===== src/rtl/port_pkg.sv =====
// Constants shared by the eight-pin port with pin multiplexing.
// Assumes a 32-bit Avalon-MM register bus with byte addresses.
package port_pkg;

	localparam int PORT_WIDTH = 8;
	localparam int PULLUP_WIDTH = 6;
	localparam int WAKEUP_WIDTH = 6;
	localparam int BUS_ADDR_WIDTH = 4;
	localparam int BUS_DATA_WIDTH = 32;

	// Byte offsets of the registers.
	localparam logic [3:0] DIRECTION_OFFSET = 4'h0;
	localparam logic [3:0] OUTPUT_DATA_OFFSET = 4'h4;
	localparam logic [3:0] PULLUP_OFFSET = 4'h8;
	localparam logic [3:0] FUNCTION_SELECT_OFFSET = 4'hc;

	// Values after reset.
	localparam logic [7:0] DIRECTION_RESET = 8'h00;
	localparam logic [7:0] OUTPUT_DATA_RESET = 8'h00;
	localparam logic [5:0] PULLUP_RESET = 6'h00;
	localparam logic [7:0] FUNCTION_SELECT_RESET = 8'h00;

	// Field positions inside the function select register.
	localparam int PIN7_OPEN_DRAIN_BIT = 7;
	localparam int PIN6_OPEN_DRAIN_BIT = 6;
	localparam int WAKEUP_SELECT_LSB = 0;

	// Pins with a serial or converter trigger alternate function.
	localparam int TXD_PIN = 7;
	localparam int RXD_PIN = 6;
	localparam int TRIGGER_PIN = 5;

	// Cycles from a taken request to the answer edge.
	localparam int BUS_ANSWER_CYCLES = 1;

	typedef enum logic [1:0] {
		BUS_IDLE = 2'b01,
		BUS_ANSWER = 2'b10
	} bus_state_t;

endpackage : port_pkg


===== src/rtl/gpio_port.sv =====
// Eight-pin general-purpose port with direction, data, pull-up and
// function select registers behind an Avalon-MM slave.
// Assumes an on-chip serial unit and wake-up logic on the same clock;
// pins are asynchronous and are synchronised here.
//
// Behaviour
// - Direction bit one makes a general pin an output, zero an input.
// - Direction register is write-only, one bit per pin, resets to zero.
// - Output data register holds each output level, readable, writable, resets zero.
// - Data read of an output-direction bit returns the stored data bit.
// - Data read of an input-direction bit returns the sampled pin level.
// - Pull-up register has readable writable bits 5 to 0, resetting to zero.
// - A pull-up bit acts only while its direction bit is zero.
// - Pull-up bits 7 and 6 read zero and ignore writes.
// - A set alternate select takes the pin over regardless of direction.
// - With its select clear, a pin is general I/O under its direction bit.
// - Wake-up select bits choose general I/O at zero, wake-up at one.
// - Function bits 7 and 6 make pins 7 and 6 low-side open-drain.
`timescale 1ns/1ps
`default_nettype none

module gpio_port
	import port_pkg::*;
(
	input wire logic clk_i,
	input wire logic sys_rst_i,
	input wire logic [BUS_ADDR_WIDTH-1:0] avs_address_i,
	input wire logic avs_read_i,
	input wire logic avs_write_i,
	input wire logic [BUS_DATA_WIDTH-1:0] avs_writedata_i,
	input wire logic [3:0] avs_byteenable_i,
	output logic [BUS_DATA_WIDTH-1:0] avs_readdata_o,
	output logic avs_waitrequest_o,
	input wire logic [PORT_WIDTH-1:0] port_pin_i,
	output logic [PORT_WIDTH-1:0] port_pin_o,
	output logic [PORT_WIDTH-1:0] port_pin_oe_n_o,
	output logic [PULLUP_WIDTH-1:0] pullup_enable_o,
	input wire logic transmit_select_i,
	input wire logic receiver_enable_bit_i,
	input wire logic serial_transmit_i,
	output logic serial_receive_o,
	output logic [WAKEUP_WIDTH-1:0] wakeup_input_o,
	output logic converter_trigger_input_o
);

	function automatic logic hits(input logic [BUS_ADDR_WIDTH-1:0] addr, input logic [3:0] offset);
		hits = (addr == offset);
	endfunction : hits

	bus_state_t bus_state_reg;
	bus_state_t bus_state_next;
	logic waitrequest_reg;
	logic [BUS_DATA_WIDTH-1:0] readdata_reg;
	logic [BUS_DATA_WIDTH-1:0] readdata_next;

	logic [PORT_WIDTH-1:0] direction_register;
	logic [PORT_WIDTH-1:0] output_data_register;
	logic [PULLUP_WIDTH-1:0] pullup_register;
	logic [PORT_WIDTH-1:0] function_select_register;

	logic [PULLUP_WIDTH-1:0] pullup_reg;
	logic [WAKEUP_WIDTH-1:0] wakeup_reg;
	logic trigger_reg;
	logic receive_reg;

	logic [PORT_WIDTH-1:0] pin_level_w;
	logic request_w;
	logic commit_w;
	logic write_commit_w;
	logic low_lane_w;
	logic [7:0] write_byte_w;
	logic sel_direction_w;
	logic sel_output_data_w;
	logic sel_pullup_w;
	logic sel_function_w;
	logic [PORT_WIDTH-1:0] data_view_w;
	logic [7:0] read_byte_w;
	logic [WAKEUP_WIDTH-1:0] wakeup_select_w;
	logic [PORT_WIDTH-1:0] alternate_w;
	logic [PORT_WIDTH-1:0] drive_w;
	logic [PORT_WIDTH-1:0] level_w;
	logic [PORT_WIDTH-1:0] open_drain_w;

	pin_sync #(
		.WIDTH(PORT_WIDTH)
	) u_pin_sync (
		.clk_i(clk_i),
		.sys_rst_i(sys_rst_i),
		.async_i(port_pin_i),
		.sync_o(pin_level_w)
	);

	// Bus handshake: a request is held by the master, answered one cycle later.
	assign request_w = avs_read_i | avs_write_i;
	assign commit_w = request_w & (bus_state_reg == BUS_ANSWER);
	assign write_commit_w = commit_w & avs_write_i & low_lane_w;
	assign low_lane_w = avs_byteenable_i[0];
	assign write_byte_w = avs_writedata_i[7:0];

	assign sel_direction_w = hits(avs_address_i, DIRECTION_OFFSET);
	assign sel_output_data_w = hits(avs_address_i, OUTPUT_DATA_OFFSET);
	assign sel_pullup_w = hits(avs_address_i, PULLUP_OFFSET);
	assign sel_function_w = hits(avs_address_i, FUNCTION_SELECT_OFFSET);

	always_comb begin
		bus_state_next = bus_state_reg;
		case (bus_state_reg)
			BUS_IDLE: begin
				if (request_w) begin
					bus_state_next = BUS_ANSWER;
				end
			end
			BUS_ANSWER: begin
				bus_state_next = BUS_IDLE;
			end
			default: begin
				bus_state_next = BUS_IDLE;
			end
		endcase
	end

	// Reads see the stored bit for outputs and the pin for inputs.
	assign data_view_w = (direction_register & output_data_register) | (~direction_register & pin_level_w);

	// The direction register reads as zero since it cannot be read back.
	assign read_byte_w = sel_output_data_w ? data_view_w :
		sel_pullup_w ? {2'b00, pullup_register} :
		sel_function_w ? function_select_register :
		8'h00;

	assign readdata_next = {24'h000000, read_byte_w};

	always_ff @(posedge clk_i) begin
		if (sys_rst_i) begin
			bus_state_reg <= BUS_IDLE;
			waitrequest_reg <= 1'b1;
			readdata_reg <= '0;
		end else begin
			bus_state_reg <= bus_state_next;
			waitrequest_reg <= ~(request_w & (bus_state_reg == BUS_IDLE));
			if (avs_read_i && bus_state_reg == BUS_IDLE) begin
				readdata_reg <= readdata_next;
			end
		end
	end

	assign avs_waitrequest_o = waitrequest_reg;
	assign avs_readdata_o = readdata_reg;

	// Register writes take effect at the edge where waitrequest is low.
	always_ff @(posedge clk_i) begin
		if (sys_rst_i) begin
			direction_register <= DIRECTION_RESET;
			output_data_register <= OUTPUT_DATA_RESET;
			pullup_register <= PULLUP_RESET;
			function_select_register <= FUNCTION_SELECT_RESET;
		end else if (write_commit_w) begin
			if (sel_direction_w) begin
				direction_register <= write_byte_w;
			end
			if (sel_output_data_w) begin
				output_data_register <= write_byte_w;
			end
			if (sel_pullup_w) begin
				pullup_register <= write_byte_w[PULLUP_WIDTH-1:0];
			end
			if (sel_function_w) begin
				function_select_register <= write_byte_w;
			end
		end
	end

	// Pin function resolution.
	assign wakeup_select_w = function_select_register[WAKEUP_SELECT_LSB +: WAKEUP_WIDTH];
	assign alternate_w = {transmit_select_i, receiver_enable_bit_i, wakeup_select_w};

	// Alternate pins 6 to 0 are inputs; pin 7 under transmit select is an output.
	assign drive_w[TXD_PIN] = transmit_select_i | direction_register[TXD_PIN];
	assign drive_w[TXD_PIN-1:0] = ~alternate_w[TXD_PIN-1:0] & direction_register[TXD_PIN-1:0];

	assign level_w[TXD_PIN] = transmit_select_i ? serial_transmit_i : output_data_register[TXD_PIN];
	assign level_w[TXD_PIN-1:0] = output_data_register[TXD_PIN-1:0];

	assign open_drain_w = {function_select_register[PIN7_OPEN_DRAIN_BIT],
		function_select_register[PIN6_OPEN_DRAIN_BIT], 6'b000000};

	genvar gi;
	generate
		for (gi = 0; gi < PORT_WIDTH; gi++) begin : g_pin
			pin_driver u_pin_driver (
				.clk_i(clk_i),
				.sys_rst_i(sys_rst_i),
				.drive_i(drive_w[gi]),
				.level_i(level_w[gi]),
				.open_drain_i(open_drain_w[gi]),
				.pin_o(port_pin_o[gi]),
				.pin_oe_n_o(port_pin_oe_n_o[gi])
			);
		end
	endgenerate

	// Pull-ups, wake-up, trigger and receive routing, all registered.
	always_ff @(posedge clk_i) begin
		if (sys_rst_i) begin
			pullup_reg <= '0;
			wakeup_reg <= '0;
			trigger_reg <= 1'b0;
			receive_reg <= 1'b1;
		end else begin
			pullup_reg <= pullup_register & ~direction_register[PULLUP_WIDTH-1:0];
			wakeup_reg <= wakeup_select_w & pin_level_w[WAKEUP_WIDTH-1:0];
			trigger_reg <= wakeup_select_w[TRIGGER_PIN] & pin_level_w[TRIGGER_PIN];
			receive_reg <= ~receiver_enable_bit_i | pin_level_w[RXD_PIN];
		end
	end

	assign pullup_enable_o = pullup_reg;
	assign wakeup_input_o = wakeup_reg;
	assign converter_trigger_input_o = trigger_reg;
	assign serial_receive_o = receive_reg;

endmodule : gpio_port

`default_nettype wire


===== src/rtl/pin_driver.sv =====
// Registered output stage for one port pin.
// Assumes the enable and level inputs are already resolved on clk_i.
`timescale 1ns/1ps
`default_nettype none

module pin_driver (
	input wire logic clk_i,
	input wire logic sys_rst_i,
	input wire logic drive_i,
	input wire logic level_i,
	input wire logic open_drain_i,
	output logic pin_o,
	output logic pin_oe_n_o
);

	logic active_w;
	logic pin_reg;
	logic oe_n_reg;

	// An open-drain pin only ever pulls low; a high level releases it.
	assign active_w = drive_i & ~(open_drain_i & level_i);

	always_ff @(posedge clk_i) begin
		if (sys_rst_i) begin
			pin_reg <= 1'b0;
			oe_n_reg <= 1'b1;
		end else begin
			pin_reg <= level_i & ~open_drain_i;
			oe_n_reg <= ~active_w;
		end
	end

	assign pin_o = pin_reg;
	assign pin_oe_n_o = oe_n_reg;

endmodule : pin_driver

`default_nettype wire


===== src/rtl/pin_sync.sv =====
// Two-flop synchroniser for a group of pins.
// Assumes the inputs are asynchronous to clk_i.
`timescale 1ns/1ps
`default_nettype none

module pin_sync #(
	parameter int WIDTH = 8
) (
	input wire logic clk_i,
	input wire logic sys_rst_i,
	input wire logic [WIDTH-1:0] async_i,
	output logic [WIDTH-1:0] sync_o
);

	logic [WIDTH-1:0] meta_reg;
	logic [WIDTH-1:0] sync_reg;

	// The first stage is read by the second stage only.
	always_ff @(posedge clk_i) begin
		if (sys_rst_i) begin
			meta_reg <= '0;
			sync_reg <= '0;
		end else begin
			meta_reg <= async_i;
			sync_reg <= meta_reg;
		end
	end

	assign sync_o = sync_reg;

endmodule : pin_sync

`default_nettype wire


===== config.mk =====
export PLATFORM = sky130hd
export DESIGN_NAME = gpio_port
export DESIGN_NICKNAME = d
export VERILOG_FILES = /design/src/rtl/port_pkg.sv /design/src/rtl/gpio_port.sv /design/src/rtl/pin_driver.sv /design/src/rtl/pin_sync.sv
export SDC_FILE = /design/constraint.sdc
export NUM_CORES = 1
export LEC_CHECK = 0
export BUFFER_PORTS_ARGS = -buffer_cell sky130_fd_sc_hd__clkbuf_2
export CORE_MARGIN = 1
export CORE_UTILIZATION = 45
export CTS_CLUSTER_SIZE = 14
export DETAILED_ROUTE_END_ITERATION = 8
export PLACE_DENSITY = 0.71
export SLEW_MARGIN = 20
export SYNTH_ARGS = -nofsm -noshare
export SYNTH_HDL_FRONTEND = slang
export SYNTH_HIERARCHICAL = 1
export SYNTH_SLANG_ARGS = --single-unit
export TNS_END_PERCENT = 10

===== constraint.sdc =====
create_clock -name clk_i -period 1.56 [get_ports clk_i]
set_input_delay 0.156 -clock clk_i [delete_from_list [all_inputs] [get_ports clk_i]]
set_output_delay 0.156 -clock clk_i [all_outputs]
set_load 0.01 [all_outputs]

==> results.md <==
* RSZ-0062 raised after global routing: no
* Number of global-route vias before repair at around 2400
* Gate power share at 0.079
* EDFF count, synth at 0
* LEAKAGE at 1.775 nW
* CTS buffer count at 9
* Die Y at between 90 and 100 um
* Post-synthesis sequential area ratio at 0.4909
* Layout cells sized above 1 at 0.3341
* Met2 usage at 0.2920
* Clock root buffer: clkbuf_8
* FF-to-FF End: avs_readdata_o[2]$_SDFFE_PP0P_
* Worst-Skew Late Latency at around 0.36 ns
* Initial antenna violation count at 0
* Clock net sink count at 86
* Clk slew on worst S/H paths at ~0.080 ns
* Count of yosys warnings during synthesis at 6
* Most frequent cells in the layout: dfxtp_1 (86), clkbuf_2 (66), conb_1 (36)
* Critical path type: reg -> reg
* ANT cells at 0
* Peak Freq at ~0.75 GHz
* Hpwl dp at just under 5 mm
* Clock network fraction of design power at 0.419
* Fin. max-slew vios at 0
* CTS tree: done
* Post-route antenna net violation count at 0
* Hold path endpoint: u_pin_sync/meta_reg[2]$_SDFF_PP0_
* Hold Path Class: in -> reg
* Synthesized cell area at 3507 um2
* Detailed-router iteration count before antenna repair at 5
* FFs w/ async S/R, synth at 0
* WL per Instance at about 14 um
* PD cells at approximately 1100 nW/um2
* Crit path cell chain: mux2_2, a221oi_1, nor3_1
* Pint at 3.493 mW
* Initial Util at 0.4734
* Setup_tns at 0 ns
* Final setup fails at 0
* Net Sw Frac at 0.2258
* Cell count of the worst hold path at 2
* Area growth from synthesis to layout at 19.91%
* Synth unique cells at 42
* Cell count after synthesis at ~340
* Via density at between 4 and 5
* Worst Path Arrival at between 1.5 and 2 ns
* Max_cap viols at 0
* Worst vdd ir at around 0.45 mV
* Worst reg2reg startpoint: direction_register[2]$_SDFFE_PP0P_
* Final net count at slightly below 500
* Clock skew at about 0.01 ns
* I/O Buffers at between 60 and 70
* Initial drt markers at 187
* Final hold vios at 0
* Critical Path Max Stage Delay at about 0.4 ns
* Global-route wire length before repair at 12.09 mm
* Post-route minimum period at 1.330 ns
* Final period util at 0.8526
* Gpl congestion at around 0.77
* Worst Path Buf+Inv at 0
* Worst Hold Launch: port_pin_i[2]
* Seq pwr share at 0.502
* M3 GR Usage at 0.02609
* Drt total wl at 7.339 mm
* Routed vias at 2641
* CP top delay family: flip-flops
* H-Tree Depth at 3
* Boundary Pins at 118
* Crit Path Max Fanout at 4
* Post-synth top flop: dfxtp_1
* Post-Syn Area per Cell at just over 10 um2
* Reg2reg path depth at 3
* CP endpoint kind: flip-flop
* Core area at around 7400 um2
* Residual DRC count at 0
* Outcome: completed
* Synth Register Bits at 86
* Data required, critical path at 1.79 ns
* Die Area at a little over 8000 um2
* GR Util All Layers at 0.1900
* Site row count at 31
* GR met1 Demand/Resource at 0.2595
* Commonest non-fill, non-tap cell in the layout: dfxtp_1
* Max stage delay cell, worst path: dfxtp_1
* Power Total at about 4.5 mW
* Net Sw Power at 1.018 mW
* Grt total ovfl at 0
* Busiest grt layer: met2
* Largest net degree at the start of global routing at 44
* Clock Path Buffers at 2
* Die W at around 90 um
* Reg2Reg Setup Slack at around 0.23 ns
* Critical Path Start Type: flip-flop
==> how the worst max path moves through the flow <==
stage / from / to / slack, ns / cells after the start
2_1_floorplan: avs_address_i[2] / direction_register[3]$_SDFFE_PP0P_ / 0.35 / 5
3_3_place_gp: avs_address_i[2] / avs_readdata_o[1]$_SDFFE_PP0P_ / 0.11 / 5
3_5_place_dp: avs_address_i[1] / function_select_register[7]$_SDFFE_PP0P_ / 0.08 / 5
4_1_cts: direction_register[2]$_SDFFE_PP0P_ / avs_readdata_o[2]$_SDFFE_PP0P_ / 0.24 / 3
5_1_grt: direction_register[2]$_SDFFE_PP0P_ / avs_readdata_o[2]$_SDFFE_PP0P_ / 0.17 / 3
6_report: direction_register[2]$_SDFFE_PP0P_ / avs_readdata_o[2]$_SDFFE_PP0P_ / 0.23 / 3
==> through the flow <==
step | cell area (um2) | instances | util | hold slack [ns] | worst slack [ns]
after detailed placement | 3939 | 515 | 0.5317 | 0.3694 | 0.08250
final | 4205 | 533 | 0.5676 | 0.01192 | 0.2300
after global routing | 4205 | 533 | 0.5676 | 0.01309 | 0.1736
after floorplan | 3638 | 378 | - | 0.2267 | 0.3454
after global placement | 3939 | 515 | 0.5317 | 0.3700 | 0.1058
after CTS | 4205 | 533 | 0.5676 | 0.003164 | 0.2410
==> cell usage after synthesis, types with 4 or more instances <==
cell      count  share of area
o21ai_0       8          0.011
nor3b_1       7          0.015
mux2i_1       6          0.017
a21oi_1      24          0.034
nand2b_1     12          0.021
nand3b_1      9          0.019
clkbuf_1      4         0.0043
buf_4        28          0.060
buf_2         5         0.0071
nor2_1       14          0.015
o21ai_1      18          0.026
and2b_2       6          0.015
nor3b_2       8          0.029
nor2b_2       7          0.017
nor3_1        6         0.0086
nand2_1      14          0.015
mux2_2       15          0.048
a221oi_1      6          0.015
nand3_1      16          0.023
nor2b_1      10          0.018
nand4_1       8          0.014
dfxtp_1      86           0.49
==> final cells by class <==
| cell class | count | area, um2 |
|---|---|---|
| fill | 679 | 3203 |
| sequential | 86 | 1722 |
| multi-input combinational | 247 | 1618 |
| timing repair buffer | 83 | 488.0 |
| clock buffer | 10 | 137.6 |
| tap | 99 | 123.9 |
| clock inverter | 6 | 108.9 |
| inverter | 2 | 7.507 |
==> cells by family after synthesis <==
logic type             count (synthesis)  share of synthesized area
AND/OR/NAND/NOR                      132                     0.2608
other                                  1                   0.001069
flip-flops                            86                     0.4909
multiplexers                          21                    0.06529
AO/OA/AOI/OAI                         58                    0.09490
buffers and inverters                 45                    0.08705
==> power groups by stage <==
stage / Sequential [mW] / Clock [mW] / Combinational, mW
2_1_floorplan: 2.33 / 0 / 0.239
3_3_place_gp: 2.32 / 0 / 0.347
3_5_place_dp: 2.32 / 0 / 0.351
4_1_cts: 2.27 / 1.92 / 0.357
5_1_grt: 2.27 / 2.02 / 0.393
6_report: 2.27 / 1.89 / 0.356
==> metal layers <==
metal  wire [um]  vias up
met5           0        -
met4         164        0
met3         418       14
met2        3340       97
met1        3416     1215
li1            -     1315
==> timing repair <==
action                    in CTS  in global routing
hold endpoints to repair       2                  0
setup buffers                  0                  0
gates resized for setup        0                  0
hold buffers                   2                  0
==> worst register-to-register path: stages, from the launching register on <==
cell and delay (ns):
dfxtp_1 0.40, mux2_2 0.36, a221oi_1 0.36, nor3_1 0.09
No activity file was read; power rests on OpenSTA's default activity.
